`config.mk`:
```
export PLATFORM = sky130hd
export DESIGN_NAME = slp_sleep_ctrl
export DESIGN_NICKNAME = d
export VERILOG_FILES = /design/src/design/slp_pkg.sv /design/src/design/slp_cfg_if.sv /design/src/design/slp_reg_bank.sv /design/src/design/slp_sleep_ctrl.sv
export VERILOG_INCLUDE_DIRS = /design/src /design/src/design
export SDC_FILE = /design/constraint.sdc
export NUM_CORES = 1
export LEC_CHECK = 0
export BUFFER_PORTS_ARGS = -buffer_cell sky130_fd_sc_hd__buf_2
export CAP_MARGIN = 5
export CORE_UTILIZATION = 35
export DETAILED_ROUTE_END_ITERATION = 6
export GPL_ROUTABILITY_DRIVEN = 0
export REMOVE_ABC_BUFFERS = 1
export SLEW_MARGIN = 20
export SYNTH_ARGS = -nofsm -noshare
export SYNTH_HDL_FRONTEND = slang
export SYNTH_SLANG_ARGS = --single-unit
```
`constraint.sdc`:
```
create_clock -name clk_in -period 1.7 [get_ports clk_in]
set_clock_uncertainty 0.15 [all_clocks]
set_input_delay 0.34 -clock clk_in [delete_from_list [all_inputs] [get_ports clk_in]]
set_output_delay 0.34 -clock clk_in [all_outputs]
set_load 0.03 [all_outputs]
```
`src/design/slp_map.svh`:
```
`ifndef SLP_MAP_SVH
`define SLP_MAP_SVH

// ----------------------------------------------------------------
// Register offsets
// ----------------------------------------------------------------
`define SLP_OFF_KEEP_LDO    8'h41
`define SLP_OFF_KEEP_RES    8'h42
`define SLP_OFF_LDO_OFF     8'h43
`define SLP_OFF_CONV_OFF    8'h44
`define SLP_OFF_PIN1_LDO    8'h45
`define SLP_OFF_PIN1_CONV   8'h46
`define SLP_OFF_PIN2_LDO    8'h47

// ----------------------------------------------------------------
// Field positions
// ----------------------------------------------------------------
`define SLP_BIT_THERM       7
`define SLP_BIT_CLKOUT      6
`define SLP_BIT_RTC         5
`define SLP_BIT_FASTCLK     4
`define SLP_BIT_CORE2       2
`define SLP_BIT_CORE1       1
`define SLP_BIT_IO          0
`define SLP_BIT_DEFVOLT     7
`define SLP_BIT_FET         3

// Writable bits, the rest read zero; SLP_MASK_ASSIGN picks the pin-assignable bits
`define SLP_MASK_KEEP_RES   8'hf7
`define SLP_MASK_CONV_OFF   8'h9f
`define SLP_MASK_PIN1_CONV  8'h1f
`define SLP_MASK_ASSIGN     8'h0f

// ----------------------------------------------------------------
// Reset values and codes
// ----------------------------------------------------------------
`define SLP_RST_CFG         8'h00
`define SLP_ST_OFF0         2'h0
`define SLP_ST_ACTIVE       2'h1
`define SLP_ST_OFF2         2'h2
`define SLP_ST_LOWPWR       2'h3
`define SLP_LDO_OFF         2'h0
`define SLP_LDO_LOW         2'h1
`define SLP_LDO_FULL        2'h2
`define SLP_CONV_OFF        2'h0
`define SLP_CONV_PFM        2'h1
`define SLP_CONV_PWM        2'h2

`endif

```
`src/design/slp_pkg.sv`:
```
package slp_pkg;

  // Register bank contents
  typedef struct packed {
    logic [7:0] keep_ldo;
    logic [7:0] keep_res;
    logic [7:0] ldo_off;
    logic [7:0] conv_off;
    logic [7:0] pin1_ldo;
    logic [7:0] pin1_conv;
    logic [7:0] pin2_ldo;
    logic [7:0] rdata;
    logic       rvalid;
  } slp_bank_t;

  // Decision logic outputs, all registered
  typedef struct packed {
    logic [15:0] ldo_mode;
    logic        rtc_full;
    logic        therm_en;
    logic        fastclk_en;
    logic        clkout;
    logic [1:0]  io_mode;
    logic [1:0]  core1_mode;
    logic [1:0]  core2_mode;
    logic [7:0]  core1_vsel;
    logic [7:0]  core2_vsel;
    logic [7:0]  fet_vsel;
    logic        fet_on;
    logic        sleep_d;
    logic        wake_default;
    logic        wake_saved;
    logic        sr_disable;
  } slp_core_t;

endpackage

```
`src/design/slp_cfg_if.sv`:
```
`timescale 1ns/1ps
interface slp_cfg_if;
  logic [7:0] keep_ldo;
  logic [7:0] keep_res;
  logic [7:0] ldo_off;
  logic [7:0] conv_off;
  logic [7:0] pin1_ldo;
  logic [7:0] pin1_conv;
  logic [7:0] pin2_ldo;
  modport bank (output keep_ldo, keep_res, ldo_off, conv_off,
                output pin1_ldo, pin1_conv, pin2_ldo);
  modport core (input keep_ldo, keep_res, ldo_off, conv_off,
                input pin1_ldo, pin1_conv, pin2_ldo);
endinterface

```
`src/design/slp_reg_bank.sv`:
```
`timescale 1ns/1ps
`include "slp_map.svh"
module slp_reg_bank
  import slp_pkg::*;
(
  // Clock and reset
  input  wire logic       clk_in,
  input  wire logic       srst_in,
  // Register access
  input  wire logic [7:0] reg_addr_in,
  input  wire logic [7:0] reg_wdata_in,
  input  wire logic       reg_wr_in,
  input  wire logic       reg_rd_in,
  output logic      [7:0] reg_rdata_out,
  output logic            reg_rvalid_out,
  // Configuration to decision logic
  slp_cfg_if.bank         cfg
);

  slp_bank_t st_ff;
  slp_bank_t nxt_st;

  // ----------------------------------------------------------------
  // Address decode, shared by write and read paths
  // ----------------------------------------------------------------
  function automatic logic [6:0] sel_of(input logic [7:0] a);
    logic [6:0] s;
    s = 7'h00;
    case (a)
      `SLP_OFF_KEEP_LDO:  s = 7'h01;
      `SLP_OFF_KEEP_RES:  s = 7'h02;
      `SLP_OFF_LDO_OFF:   s = 7'h04;
      `SLP_OFF_CONV_OFF:  s = 7'h08;
      `SLP_OFF_PIN1_LDO:  s = 7'h10;
      `SLP_OFF_PIN1_CONV: s = 7'h20;
      `SLP_OFF_PIN2_LDO:  s = 7'h40;
      default:            s = 7'h00;
    endcase
    return s;
  endfunction

  // Writes store only implemented bits; reserved bits stay zero
  always_comb begin
    logic [6:0] ws;
    logic [6:0] rs;
    ws = sel_of(reg_addr_in) & {7{reg_wr_in}};
    rs = sel_of(reg_addr_in);
    nxt_st = st_ff;
    if (ws[0]) nxt_st.keep_ldo = reg_wdata_in;
    if (ws[1]) nxt_st.keep_res = reg_wdata_in & `SLP_MASK_KEEP_RES;
    if (ws[2]) nxt_st.ldo_off = reg_wdata_in;
    if (ws[3]) nxt_st.conv_off = reg_wdata_in & `SLP_MASK_CONV_OFF;
    if (ws[4]) nxt_st.pin1_ldo = reg_wdata_in;
    if (ws[5]) nxt_st.pin1_conv = reg_wdata_in & `SLP_MASK_PIN1_CONV;
    if (ws[6]) nxt_st.pin2_ldo = reg_wdata_in;
    // Unmapped offsets read as zero, one cycle after the strobe
    nxt_st.rvalid = reg_rd_in;
    nxt_st.rdata = 8'h00;
    if (reg_rd_in) begin
      nxt_st.rdata = ({8{rs[0]}} & st_ff.keep_ldo)
                   | ({8{rs[1]}} & st_ff.keep_res)
                   | ({8{rs[2]}} & st_ff.ldo_off)
                   | ({8{rs[3]}} & st_ff.conv_off)
                   | ({8{rs[4]}} & st_ff.pin1_ldo)
                   | ({8{rs[5]}} & st_ff.pin1_conv)
                   | ({8{rs[6]}} & st_ff.pin2_ldo);
    end
  end

  // All fields clear on reset
  always_ff @(posedge clk_in) begin
    if (srst_in) begin
      st_ff <= '0;
    end else begin
      st_ff <= nxt_st;
    end
  end

  assign reg_rdata_out  = st_ff.rdata;
  assign reg_rvalid_out = st_ff.rvalid;
  assign cfg.keep_ldo   = st_ff.keep_ldo;
  assign cfg.keep_res   = st_ff.keep_res;
  assign cfg.ldo_off    = st_ff.ldo_off;
  assign cfg.conv_off   = st_ff.conv_off;
  assign cfg.pin1_ldo   = st_ff.pin1_ldo;
  assign cfg.pin1_conv  = st_ff.pin1_conv;
  assign cfg.pin2_ldo   = st_ff.pin2_ldo;

endmodule

```
`src/design/slp_sleep_ctrl.sv`:
```
`timescale 1ns/1ps
`include "slp_map.svh"
module slp_sleep_ctrl
  import slp_pkg::*;
#(
  parameter int VSEL_W = 8
)
(
  // Clock and reset
  input  wire logic              clk_in,
  input  wire logic              srst_in,
  // Register access from the control serial bus
  input  wire logic [7:0]        reg_addr_in,
  input  wire logic [7:0]        reg_wdata_in,
  input  wire logic              reg_wr_in,
  input  wire logic              reg_rd_in,
  output logic      [7:0]        reg_rdata_out,
  output logic                   reg_rvalid_out,
  // Device state and enable pins
  input  wire logic              sleep_state_in,
  input  wire logic              first_enable_pin_in,
  input  wire logic              second_enable_pin_in,
  input  wire logic              slow_clock_in,
  // Per-resource supply state fields and modes
  input  wire logic [15:0]       ldo_supply_state_in,
  input  wire logic [1:0]        io_supply_state_in,
  input  wire logic [1:0]        core1_supply_state_in,
  input  wire logic [1:0]        core2_supply_state_in,
  input  wire logic [1:0]        fet_supply_state_in,
  input  wire logic [2:0]        conv_pulse_frequency_mode_in,
  // Voltage codes; a code of zero programs the supply off only while it is assigned to the first enable pin
  input  wire logic [VSEL_W-1:0] core1_operating_voltage_in,
  input  wire logic [VSEL_W-1:0] core1_scaled_voltage_in,
  input  wire logic [VSEL_W-1:0] core2_operating_voltage_in,
  input  wire logic [VSEL_W-1:0] core2_scaled_voltage_in,
  input  wire logic [VSEL_W-1:0] fet_ctrl_operating_voltage_in,
  input  wire logic [VSEL_W-1:0] fet_ctrl_scaled_voltage_in,
  // Resource controls
  output logic      [15:0]       ldo_mode_out,
  output logic                   rtc_ldo_full_load_out,
  output logic                   thermal_monitor_en_out,
  output logic                   fast_clock_en_out,
  output logic                   slow_clock_output_out,
  output logic      [1:0]        io_conv_mode_out,
  output logic      [1:0]        core1_conv_mode_out,
  output logic      [1:0]        core2_conv_mode_out,
  output logic      [VSEL_W-1:0] core1_voltage_out,
  output logic      [VSEL_W-1:0] core2_voltage_out,
  output logic                   fet_controller_on_out,
  output logic      [VSEL_W-1:0] fet_ctrl_voltage_out,
  // Wake and pin muxing
  output logic                   wake_use_default_voltage_out,
  output logic                   wake_use_saved_voltage_out,
  output logic                   sr_interface_disable_out
);

  // ----------------------------------------------------------------
  // Register bank
  // ----------------------------------------------------------------
  slp_cfg_if cfg_bus ();

  slp_reg_bank u_bank (
    .clk_in         (clk_in),
    .srst_in        (srst_in),
    .reg_addr_in    (reg_addr_in),
    .reg_wdata_in   (reg_wdata_in),
    .reg_wr_in      (reg_wr_in),
    .reg_rd_in      (reg_rd_in),
    .reg_rdata_out  (reg_rdata_out),
    .reg_rvalid_out (reg_rvalid_out),
    .cfg            (cfg_bus.bank)
  );

  slp_core_t st_ff;
  slp_core_t nxt_st;

  // ----------------------------------------------------------------
  // Helpers
  // ----------------------------------------------------------------
  // Both off codes of the supply state field count as off
  function automatic logic is_off(input logic [1:0] s);
    return (s == `SLP_ST_OFF0) || (s == `SLP_ST_OFF2);
  endfunction

  // Converter mode for I/O and core converters, shared by all three
  function automatic logic [1:0] conv_decide(
    input logic [1:0] sst,
    input logic       assigned,
    input logic       pin,
    input logic       keep,
    input logic       setoff,
    input logic       sleep,
    input logic       pfm_now,
    input logic       is_core,
    input logic       op_zero,
    input logic       sr_zero
  );
    logic [1:0] run;
    logic [1:0] m;
    run = pfm_now ? `SLP_CONV_PFM : `SLP_CONV_PWM;
    m = `SLP_CONV_OFF;
    if (is_off(sst)) begin
      m = `SLP_CONV_OFF;
    end else if (assigned && is_core) begin
      if (pin) begin
        m = op_zero ? `SLP_CONV_OFF : run;
      end else if (sr_zero) begin
        m = `SLP_CONV_OFF;
      end else begin
        m = keep ? `SLP_CONV_PFM : run;
      end
    end else if (assigned) begin
      if (pin) begin
        m = run;
      end else begin
        m = keep ? `SLP_CONV_PFM : `SLP_CONV_OFF;
      end
    end else if (sleep) begin
      if (setoff && !keep) begin
        m = `SLP_CONV_OFF;
      end else if (keep) begin
        m = run;
      end else begin
        m = `SLP_CONV_PFM;
      end
      if (sst == `SLP_ST_LOWPWR && m != `SLP_CONV_OFF) begin
        m = `SLP_CONV_PFM;
      end
    end else begin
      // Outside sleep the supply state field and PFM mode alone decide
      m = (sst == `SLP_ST_LOWPWR) ? `SLP_CONV_PFM : run;
    end
    return m;
  endfunction

  // ----------------------------------------------------------------
  // Per-LDO decision
  // ----------------------------------------------------------------
  // Bit i of every per-LDO register belongs to the same regulator,
  // so one loop serves all eight.
  logic [15:0] ldo_mode_c;

  genvar gi;
  generate
    for (gi = 0; gi < 8; gi++) begin : g_ldo
      logic [1:0] sst;
      logic       keep;
      logic       a1;
      logic       a2;
      logic       pin_on;
      logic [1:0] m;
      assign sst  = ldo_supply_state_in[2*gi +: 2];
      assign keep = cfg_bus.keep_ldo[gi];
      assign a1   = cfg_bus.pin1_ldo[gi];
      assign a2   = cfg_bus.pin2_ldo[gi];
      // With both pins assigned, either pin high turns the LDO on
      assign pin_on = (a1 & first_enable_pin_in)
                    | (a2 & second_enable_pin_in);
      always_comb begin
        m = `SLP_LDO_OFF;
        if (is_off(sst)) begin
          m = `SLP_LDO_OFF;
        end else if (a1 || a2) begin
          if (pin_on) begin
            m = `SLP_LDO_FULL;
          end else begin
            m = keep ? `SLP_LDO_LOW : `SLP_LDO_OFF;
          end
        end else if (sleep_state_in) begin
          if (cfg_bus.ldo_off[gi] && !keep) begin
            m = `SLP_LDO_OFF;
          end else if (keep && sst != `SLP_ST_LOWPWR) begin
            m = `SLP_LDO_FULL;
          end else begin
            m = `SLP_LDO_LOW;
          end
        end else begin
          // Pins ignored; state field and device state decide
          m = (sst == `SLP_ST_LOWPWR) ? `SLP_LDO_LOW
                                      : `SLP_LDO_FULL;
        end
      end
      assign ldo_mode_c[2*gi +: 2] = m;
    end
  endgenerate

  // ----------------------------------------------------------------
  // Next-state logic
  // ----------------------------------------------------------------
  logic sleep_gate;
  logic c1_a;
  logic c2_a;
  logic io_a;
  logic fet_a;

  assign sleep_gate = sleep_state_in;
  assign io_a  = cfg_bus.pin1_conv[`SLP_BIT_IO];
  assign c1_a  = cfg_bus.pin1_conv[`SLP_BIT_CORE1];
  assign c2_a  = cfg_bus.pin1_conv[`SLP_BIT_CORE2];
  assign fet_a = cfg_bus.pin1_conv[`SLP_BIT_FET];

  always_comb begin
    nxt_st = st_ff;
    nxt_st.ldo_mode = ldo_mode_c;

    // Always-on services gated only by sleep and their keep bit
    nxt_st.therm_en = !sleep_gate
                    || cfg_bus.keep_res[`SLP_BIT_THERM];
    nxt_st.fastclk_en = !sleep_gate
                      || cfg_bus.keep_res[`SLP_BIT_FASTCLK];
    nxt_st.rtc_full = !sleep_gate
                    || cfg_bus.keep_res[`SLP_BIT_RTC];
    // Re-timed copy of the slow clock; costs one cycle of skew
    nxt_st.clkout = slow_clock_in
                  && (!sleep_gate
                      || cfg_bus.keep_res[`SLP_BIT_CLKOUT]);

    // Converters
    nxt_st.io_mode = conv_decide(io_supply_state_in, io_a,
                       first_enable_pin_in,
                       cfg_bus.keep_res[`SLP_BIT_IO],
                       cfg_bus.conv_off[`SLP_BIT_IO],
                       sleep_gate, conv_pulse_frequency_mode_in[0],
                       1'b0, 1'b0, 1'b0);
    nxt_st.core1_mode = conv_decide(core1_supply_state_in, c1_a,
                          first_enable_pin_in,
                          cfg_bus.keep_res[`SLP_BIT_CORE1],
                          cfg_bus.conv_off[`SLP_BIT_CORE1],
                          sleep_gate, conv_pulse_frequency_mode_in[1],
                          1'b1, core1_operating_voltage_in == '0,
                          core1_scaled_voltage_in == '0);
    nxt_st.core2_mode = conv_decide(core2_supply_state_in, c2_a,
                          first_enable_pin_in,
                          cfg_bus.keep_res[`SLP_BIT_CORE2],
                          cfg_bus.conv_off[`SLP_BIT_CORE2],
                          sleep_gate, conv_pulse_frequency_mode_in[2],
                          1'b1, core2_operating_voltage_in == '0,
                          core2_scaled_voltage_in == '0);

    // Voltage code follows the pin only when assigned
    if (c1_a && !first_enable_pin_in) begin
      nxt_st.core1_vsel = core1_scaled_voltage_in;
    end else begin
      nxt_st.core1_vsel = core1_operating_voltage_in;
    end
    if (c2_a && !first_enable_pin_in) begin
      nxt_st.core2_vsel = core2_scaled_voltage_in;
    end else begin
      nxt_st.core2_vsel = core2_operating_voltage_in;
    end

    // FET controller has no keep bit, so sleep-off acts alone
    if (is_off(fet_supply_state_in)) begin
      nxt_st.fet_on = 1'b0;
      nxt_st.fet_vsel = fet_ctrl_operating_voltage_in;
    end else if (fet_a) begin
      nxt_st.fet_vsel = first_enable_pin_in
                      ? fet_ctrl_operating_voltage_in
                      : fet_ctrl_scaled_voltage_in;
      nxt_st.fet_on = first_enable_pin_in
                    ? (fet_ctrl_operating_voltage_in != '0)
                    : (fet_ctrl_scaled_voltage_in != '0);
    end else begin
      nxt_st.fet_vsel = fet_ctrl_operating_voltage_in;
      nxt_st.fet_on = !(sleep_gate
                        && cfg_bus.conv_off[`SLP_BIT_FET]);
    end

    // Sleep exit pulse picks the wake voltage source
    nxt_st.sleep_d = sleep_gate;
    nxt_st.wake_default = st_ff.sleep_d && !sleep_gate
                        && cfg_bus.conv_off[`SLP_BIT_DEFVOLT];
    nxt_st.wake_saved = st_ff.sleep_d && !sleep_gate
                      && !cfg_bus.conv_off[`SLP_BIT_DEFVOLT];

    // Enable pins leave the voltage-scaling port once any is assigned
    nxt_st.sr_disable = (|cfg_bus.pin1_ldo)
                      || (|cfg_bus.pin2_ldo)
                      || (|(cfg_bus.pin1_conv
                            & `SLP_MASK_ASSIGN));
  end

  // ----------------------------------------------------------------
  // State register
  // ----------------------------------------------------------------
  // Reset leaves every supply off until the first decision settles
  always_ff @(posedge clk_in) begin
    if (srst_in) begin
      st_ff <= '0;
    end else begin
      st_ff <= nxt_st;
    end
  end

  // ----------------------------------------------------------------
  // Outputs
  // ----------------------------------------------------------------
  assign ldo_mode_out                 = st_ff.ldo_mode;
  assign rtc_ldo_full_load_out        = st_ff.rtc_full;
  assign thermal_monitor_en_out       = st_ff.therm_en;
  assign fast_clock_en_out            = st_ff.fastclk_en;
  assign slow_clock_output_out        = st_ff.clkout;
  assign io_conv_mode_out             = st_ff.io_mode;
  assign core1_conv_mode_out          = st_ff.core1_mode;
  assign core2_conv_mode_out          = st_ff.core2_mode;
  assign core1_voltage_out            = st_ff.core1_vsel;
  assign core2_voltage_out            = st_ff.core2_vsel;
  assign fet_controller_on_out        = st_ff.fet_on;
  assign fet_ctrl_voltage_out         = st_ff.fet_vsel;
  assign wake_use_default_voltage_out = st_ff.wake_default;
  assign wake_use_saved_voltage_out   = st_ff.wake_saved;
  assign sr_interface_disable_out     = st_ff.sr_disable;

endmodule

```
# --- Yosys cells after proc, flatten, opt, wreduce, memory -nomap -nowiden ---
# Index checks and enable logic that the tools add are counted.
totals:
  output_inout_bits: 63
  ff_bits: 114
  wordCells: 319
  in_bits: 99
classes:
  n_mux: 103
  n_reduce_logical: 107
  eq_ne: 38
  bitwise: 39
ops:
  columns: ["cell", "count"]
  rows:
  - ["2-to-1 mux 2 bit", 87]
  - ["== test 8 x 7 -> 1 bit (second input constant)", 7]
  - ["one-hot mux 7 bit (7 select lines)", 1]
  - ["bitwise AND 8 bit", 6]
  - ["bitwise OR 8 bit", 6]
  - ["== test 2 bit (second input constant)", 23]
  - ["logical NOT 8 bit", 4]
  - ["logical AND 1 bit", 29]
  - ["logical OR 1 bit", 26]
  - ["OR reduction 2 bit", 13]
  - ["logical NOT 2 bit", 12]
  - ["2-to-1 mux 8 bit", 3]
  - ["2-to-1 mux 9 bit", 2]
  - ["bitwise AND 1 bit", 16]
  - ["!= test 2 bit (second input constant)", 8]
  - ["nonzero test 8 bit", 2]
  - ["OR reduction 8 bit", 2]
  - ["logical NOT 1 bit", 15]
  - ["2-to-1 mux 1 bit", 10]
  - ["bitwise AND 8 x 5 -> 8 bit", 1]
  - ["bitwise OR 1 bit", 8]
  - ["bitwise AND 7 bit", 1]
  - ["nonzero test 2 bit", 3]
  - ["OR reduction 4 bit", 1]
  - ["inverter 1 bit", 1]

# --- Longest topological paths before layout ---
logic_depth:
  depth_word: 11
  ltp_mapped: 7
  mapped_depth_nobuf: 4

# --- By module ---
# From an unflattened synthesis, not the netlist that was laid out.
hier_totals:
  hier_cells: 620
  hier_area_um2: 5425.2
by_module_without_submodules:
  columns: ["mod", "instances", "area_each_um2", "cells_per_inst", "seq_area_each_um2"]
  rows:
  - ["slp_sleep_ctrl", 1, 2839.0, 359, 1101.1]
  - ["slp_reg_bank", 1, 2586.2, 261, 1181.1]

# --- Worst setup path after synthesis ---
# Ideal clock, no wire load.
synth_path:
  path_type: "input-to-reg"
  startpoint: "input port reg_addr_in[5]"
  endpoint: "register u_bank.st_ff (netlist bit u_bank.cfg.conv_off[7])"
  path_buffers: 0
  path_stages: 4
  setup_time_ps: 128
  required_ps: 1422
  path_slack_ps: 98
  t_arrival_ps: 1325
  cell_sequence: "nor4b_4 -> nand4b_2 -> mux2i_1 -> nor2_1"
synth_via:
  elab_chain_cells: 3
  elab_cells_between_ends: 9
  cone_classes: "eq/ne: 7; mux: 1; bitwise: 1"
synth_lines:
  columns: ["item", "line", "rtl"]
  rows:
  - ["from (decl)", "slp_sleep_ctrl.sv:13", "input wire logic [7:0] reg_addr_in,"]
  - ["== test 8 x 7 -> 1 bit", "slp_reg_bank.sv:29", "case (a)"]
  - ["one-hot mux 7 bit (7 select lines) (*)", "slp_reg_bank.sv:29", null]
  - ["bitwise AND 7 bit (*)", "slp_reg_bank.sv:46", "ws = sel_of(reg_addr_in) & {7{reg_wr_in}};"]
  - ["to (signal assigned)", "slp_reg_bank.sv:75", "st_ff <= nxt_st;"]
  - ["to (decl)", "slp_reg_bank.sv:20", "slp_bank_t st_ff;"]
# Every way passes the cells marked *; elsewhere a longest branch is shown, timed or not.
# A chain may end at the register's enable or synchronous reset.

# --- Worst setup path after layout ---
layout_path:
  startpoint: "register st_ff (netlist bit wake_use_default_voltage_out)"
  endpoint: "output port wake_use_default_voltage_out"
layout_rtl:
  columns: ["item", "line", "rtl"]
  rows:
  - ["from (decl)", "slp_sleep_ctrl.sv:74", "slp_core_t st_ff;"]
  - ["from (signal assigned)", "slp_sleep_ctrl.sv:291", "st_ff <= nxt_st;"]
  - ["to (decl)", "slp_sleep_ctrl.sv:52", "output logic wake_use_default_voltage_out,"]
# No word-level cell between the ends.

==> results.sh <==
export IMPL_yosysMostFrequentCell="dfxtp_1"
export IMPL_cts_tree="done"
export IMPL_numCtsBuffers=17
export IMPL_max_freq_mhz=707
export IMPL_grt_usage=0.194
export IMPL_synth_top_flop_cell="dfxtp_1"
export IMPL_port_buffer_count=160
export IMPL_synthAdderAreaFrac=0
export IMPL_cts_setup_buffers=0
export IMPL_grt_util_met3=0.0477
export IMPL_vias=4542
export IMPL_setup_ws_ns=0.286
export IMPL_ys_warn_count=0
export IMPL_grt_busiest_layer="met2"
export IMPL_maxCapViolations=0
export IMPL_intPower_mw=5.21
export IMPL_outcome="completed"
export IMPL_cp_start_kind="register"
export IMPL_diodes=0
export IMPL_dp_cells=857
export IMPL_synth_compound_area_frac=0.0999
export IMPL_ant_nets=0
export IMPL_rsz0062_at_grt="no"
export IMPL_required_ns=1.21
export IMPL_syn_avg_cell_area_um2=9.56
export IMPL_ys_ff_latch=114
export IMPL_worst_pin_slew_ns=0.497
export IMPL_power_frac_comb=0.098
export IMPL_synthCells=549
export IMPL_ys_async_sr_fraction=0
export IMPL_cpPeakStageDelay_ns=0.31
export IMPL_area_growth_pct=29.4
export IMPL_clkSinkCount=114
export IMPL_wl_per_cell_um=16.4
export IMPL_pwr_share_clk=0.500
export IMPL_die_height_um=124
export IMPL_cp_num_buf_inv=1
export IMPL_synth_top_cell_by_area="dfxtp_1"
export IMPL_gr_total_overflow=0
export IMPL_pwr_density_cell_nw_per_um2=1010
export IMPL_synth_simple_gate_area_frac=0.185
export IMPL_slew_headroom=0.666
export IMPL_synth_top_family_by_area="simple AND/OR/NAND/NOR gates"
export IMPL_min_period_over_period=0.832
export IMPL_path_class="reg2out"
export IMPL_initial_core_util=0.360
export IMPL_drive_gt1_frac=0.347
export IMPL_p_leak_nw=3.51
export IMPL_min_period_ns=1.41
export IMPL_die_area_um2=15500
export IMPL_routed_wl_um=14600
export IMPL_dpl_worst_slack_ns=-0.0848
export IMPL_synth_edf_count=0
export IMPL_cts_buffer_depth=2
export IMPL_die_w_um=124
export IMPL_place_detailed_hpwl_um=10700
export IMPL_final_cells=891
export IMPL_clk_pin_slew_worst_paths_ns=0.05
export IMPL_setup_viol=0
export IMPL_clkLatencyLatePin_ns=0.42
export IMPL_ir_drop_v=0.000705
export IMPL_cp_slowest_cell="dfxtp_1"
export IMPL_p_total_mw=6.84
export IMPL_grt_max_degree=55
export IMPL_finalSetupTns_ns=0
export IMPL_drc=0
export IMPL_crit_chain="buf_2"
export IMPL_rows=44
export IMPL_use_met2=0.318
export IMPL_hp_class="in2reg"
export IMPL_crit_arrival_ns=0.92
export IMPL_via_per_inst=5.10
export IMPL_grt_pass1_wl_um=23400
export IMPL_antenna_found_initial=0
export IMPL_met1_usage=0.242
export IMPL_htreeDepth=4
export IMPL_first_pass_iters=4
export IMPL_synth_top_area_frac=0.435
export IMPL_yosysSeqAreaShare=0.435
export IMPL_design_core_area_um2=14600
export IMPL_pwr_share_seq=0.402
export IMPL_crit_fanout=1
export IMPL_cp_end_kind="primary output"
export IMPL_synth_distinct_cells=44
export IMPL_ioPinCount=162
export IMPL_sw_frac_of_total=0.239
export IMPL_synth_mux_area_fraction=0.178
export IMPL_synth_xor_area_share=0
export IMPL_netlist_area_um2=5250
export IMPL_root_buffer="clkbuf_16"
export IMPL_drtIter0Drc=186
export IMPL_synth_common_cells="dfxtp_1 (114), nor2_1 (87), mux2i_1 (80)"
export IMPL_finalNetCount=794
export IMPL_fillers=1400
export IMPL_hold_viol_final=0
export IMPL_power_switching_mw=1.63
export IMPL_ys_top_cells_by_area="dfxtp_1 (43%), mux2i_1 (15%), buf_4 (6.6%), nor2_1 (6.2%), nor4_1 (2.0%)"
export IMPL_cpLargestDelayFamily="flip-flops"
export IMPL_final_util=0.466
export IMPL_slew_violations=0
export IMPL_grt_pass1_vias=4571
-- state kept, by name, summed over array words and instances, names as in the netlist, 2 cells and up --
register and count:
ldo_mode_out 16, u_bank.cfg.pin1_conv 5, fet_ctrl_voltage_out 8, io_conv_mode_out 2, core2_conv_mode_out 2, u_bank.cfg.pin2_ldo 8, u_bank.cfg.ldo_off 8, u_bank.cfg.keep_res 7
core1_voltage_out 8, core1_conv_mode_out 2, u_bank.reg_rdata_out 8, core2_voltage_out 8, u_bank.cfg.keep_ldo 8, u_bank.cfg.conv_off 6, u_bank.cfg.pin1_ldo 8
-- kinds of logic after synthesis --
kind of cell    Yosys count
simple gates            184
buf+inv                  91
mux                      88
compound gates           72
flops                   114
-- metal layers --
layer	vias to the layer above	share of wire
li1	2213	-
met3	22	0.060
met1	2142	0.45
met2	165	0.47
met5	-	0
met4	0	0.016
-- power groups by stage --
stage	sequential [mW]	combinational (mW)	clock (mW)
floorplan	2.93	0.146	0
global placement	2.81	0.650	0
detailed placement	2.81	0.666	0
CTS	2.75	0.675	3.50
global route	2.76	0.718	3.63
finish	2.75	0.669	3.42
-- what timing repair did --
action	in CTS	in global routing
hold buffers	3	0
endpoints found under the hold margin	4	0
resized for setup	0	0
-- per-stage QoR --
step                instance area [um^2]  hold WS [ns]
floorplan                           4760         0.259
global placement                    6190         0.317
detailed placement                  6190         0.311
CTS                                 6790       0.00241
global route                        6790        0.0225
finish                              6790        0.0254
-- area by class of cell --
type | instances | area, um^2 | share of cell area
repair buffers | 207 | 1240 | 0.182
multi-input cells | 344 | 2430 | 0.358
flip-flops and latches | 114 | 2280 | 0.336
well taps | 184 | 230 | 0.0339
clock inverters | 11 | 113 | 0.0166
clock buffers | 20 | 457 | 0.0672
inverters | 11 | 41.3 | 0.00608
-- layout by cell type, fill, tap and decap left out, types with 4 or more instances in the layout --
cell	count
nor2b_1	11
nand2b_1	6
dfxtp_1	114
a221o_1	8
o21ai_0	9
a21oi_1	15
mux2_2	4
nor3b_1	4
inv_1	11
nor4b_1	8
clkinv_2	6
mux4_2	4
clkbuf_16	17
buf_4	38
a211oi_1	11
nor4_1	17
and3_1	11
nand2_1	17
a2111oi_0	10
mux2i_1	80
nor2_1	87
buf_2	160
nand3_1	5
buf_12	6
nand4b_1	5
-- worst paths after layout --
kind | start | end | slack (ns) | cells after the start
worst max-delay path | wake_use_default_voltage_out$_SDFF_PP0_ | wake_use_default_voltage_out | 0.29 | 1
worst min-delay path | ldo_supply_state_in[12] | ldo_mode_out[13]$_SDFF_PP0_ | 0.03 | 2
worst max register to register | u_bank.cfg.keep_res[1]$_SDFFE_PP0P_ | core1_conv_mode_out[0]$_SDFF_PP0_ | 0.30 | 4
worst min register to register | u_bank.cfg.keep_res[5]$_SDFFE_PP0P_ | rtc_ldo_full_load_out$_SDFF_PP0_ | 0.33 | 2
Note: power is estimated with default switching activity, not from simulation.
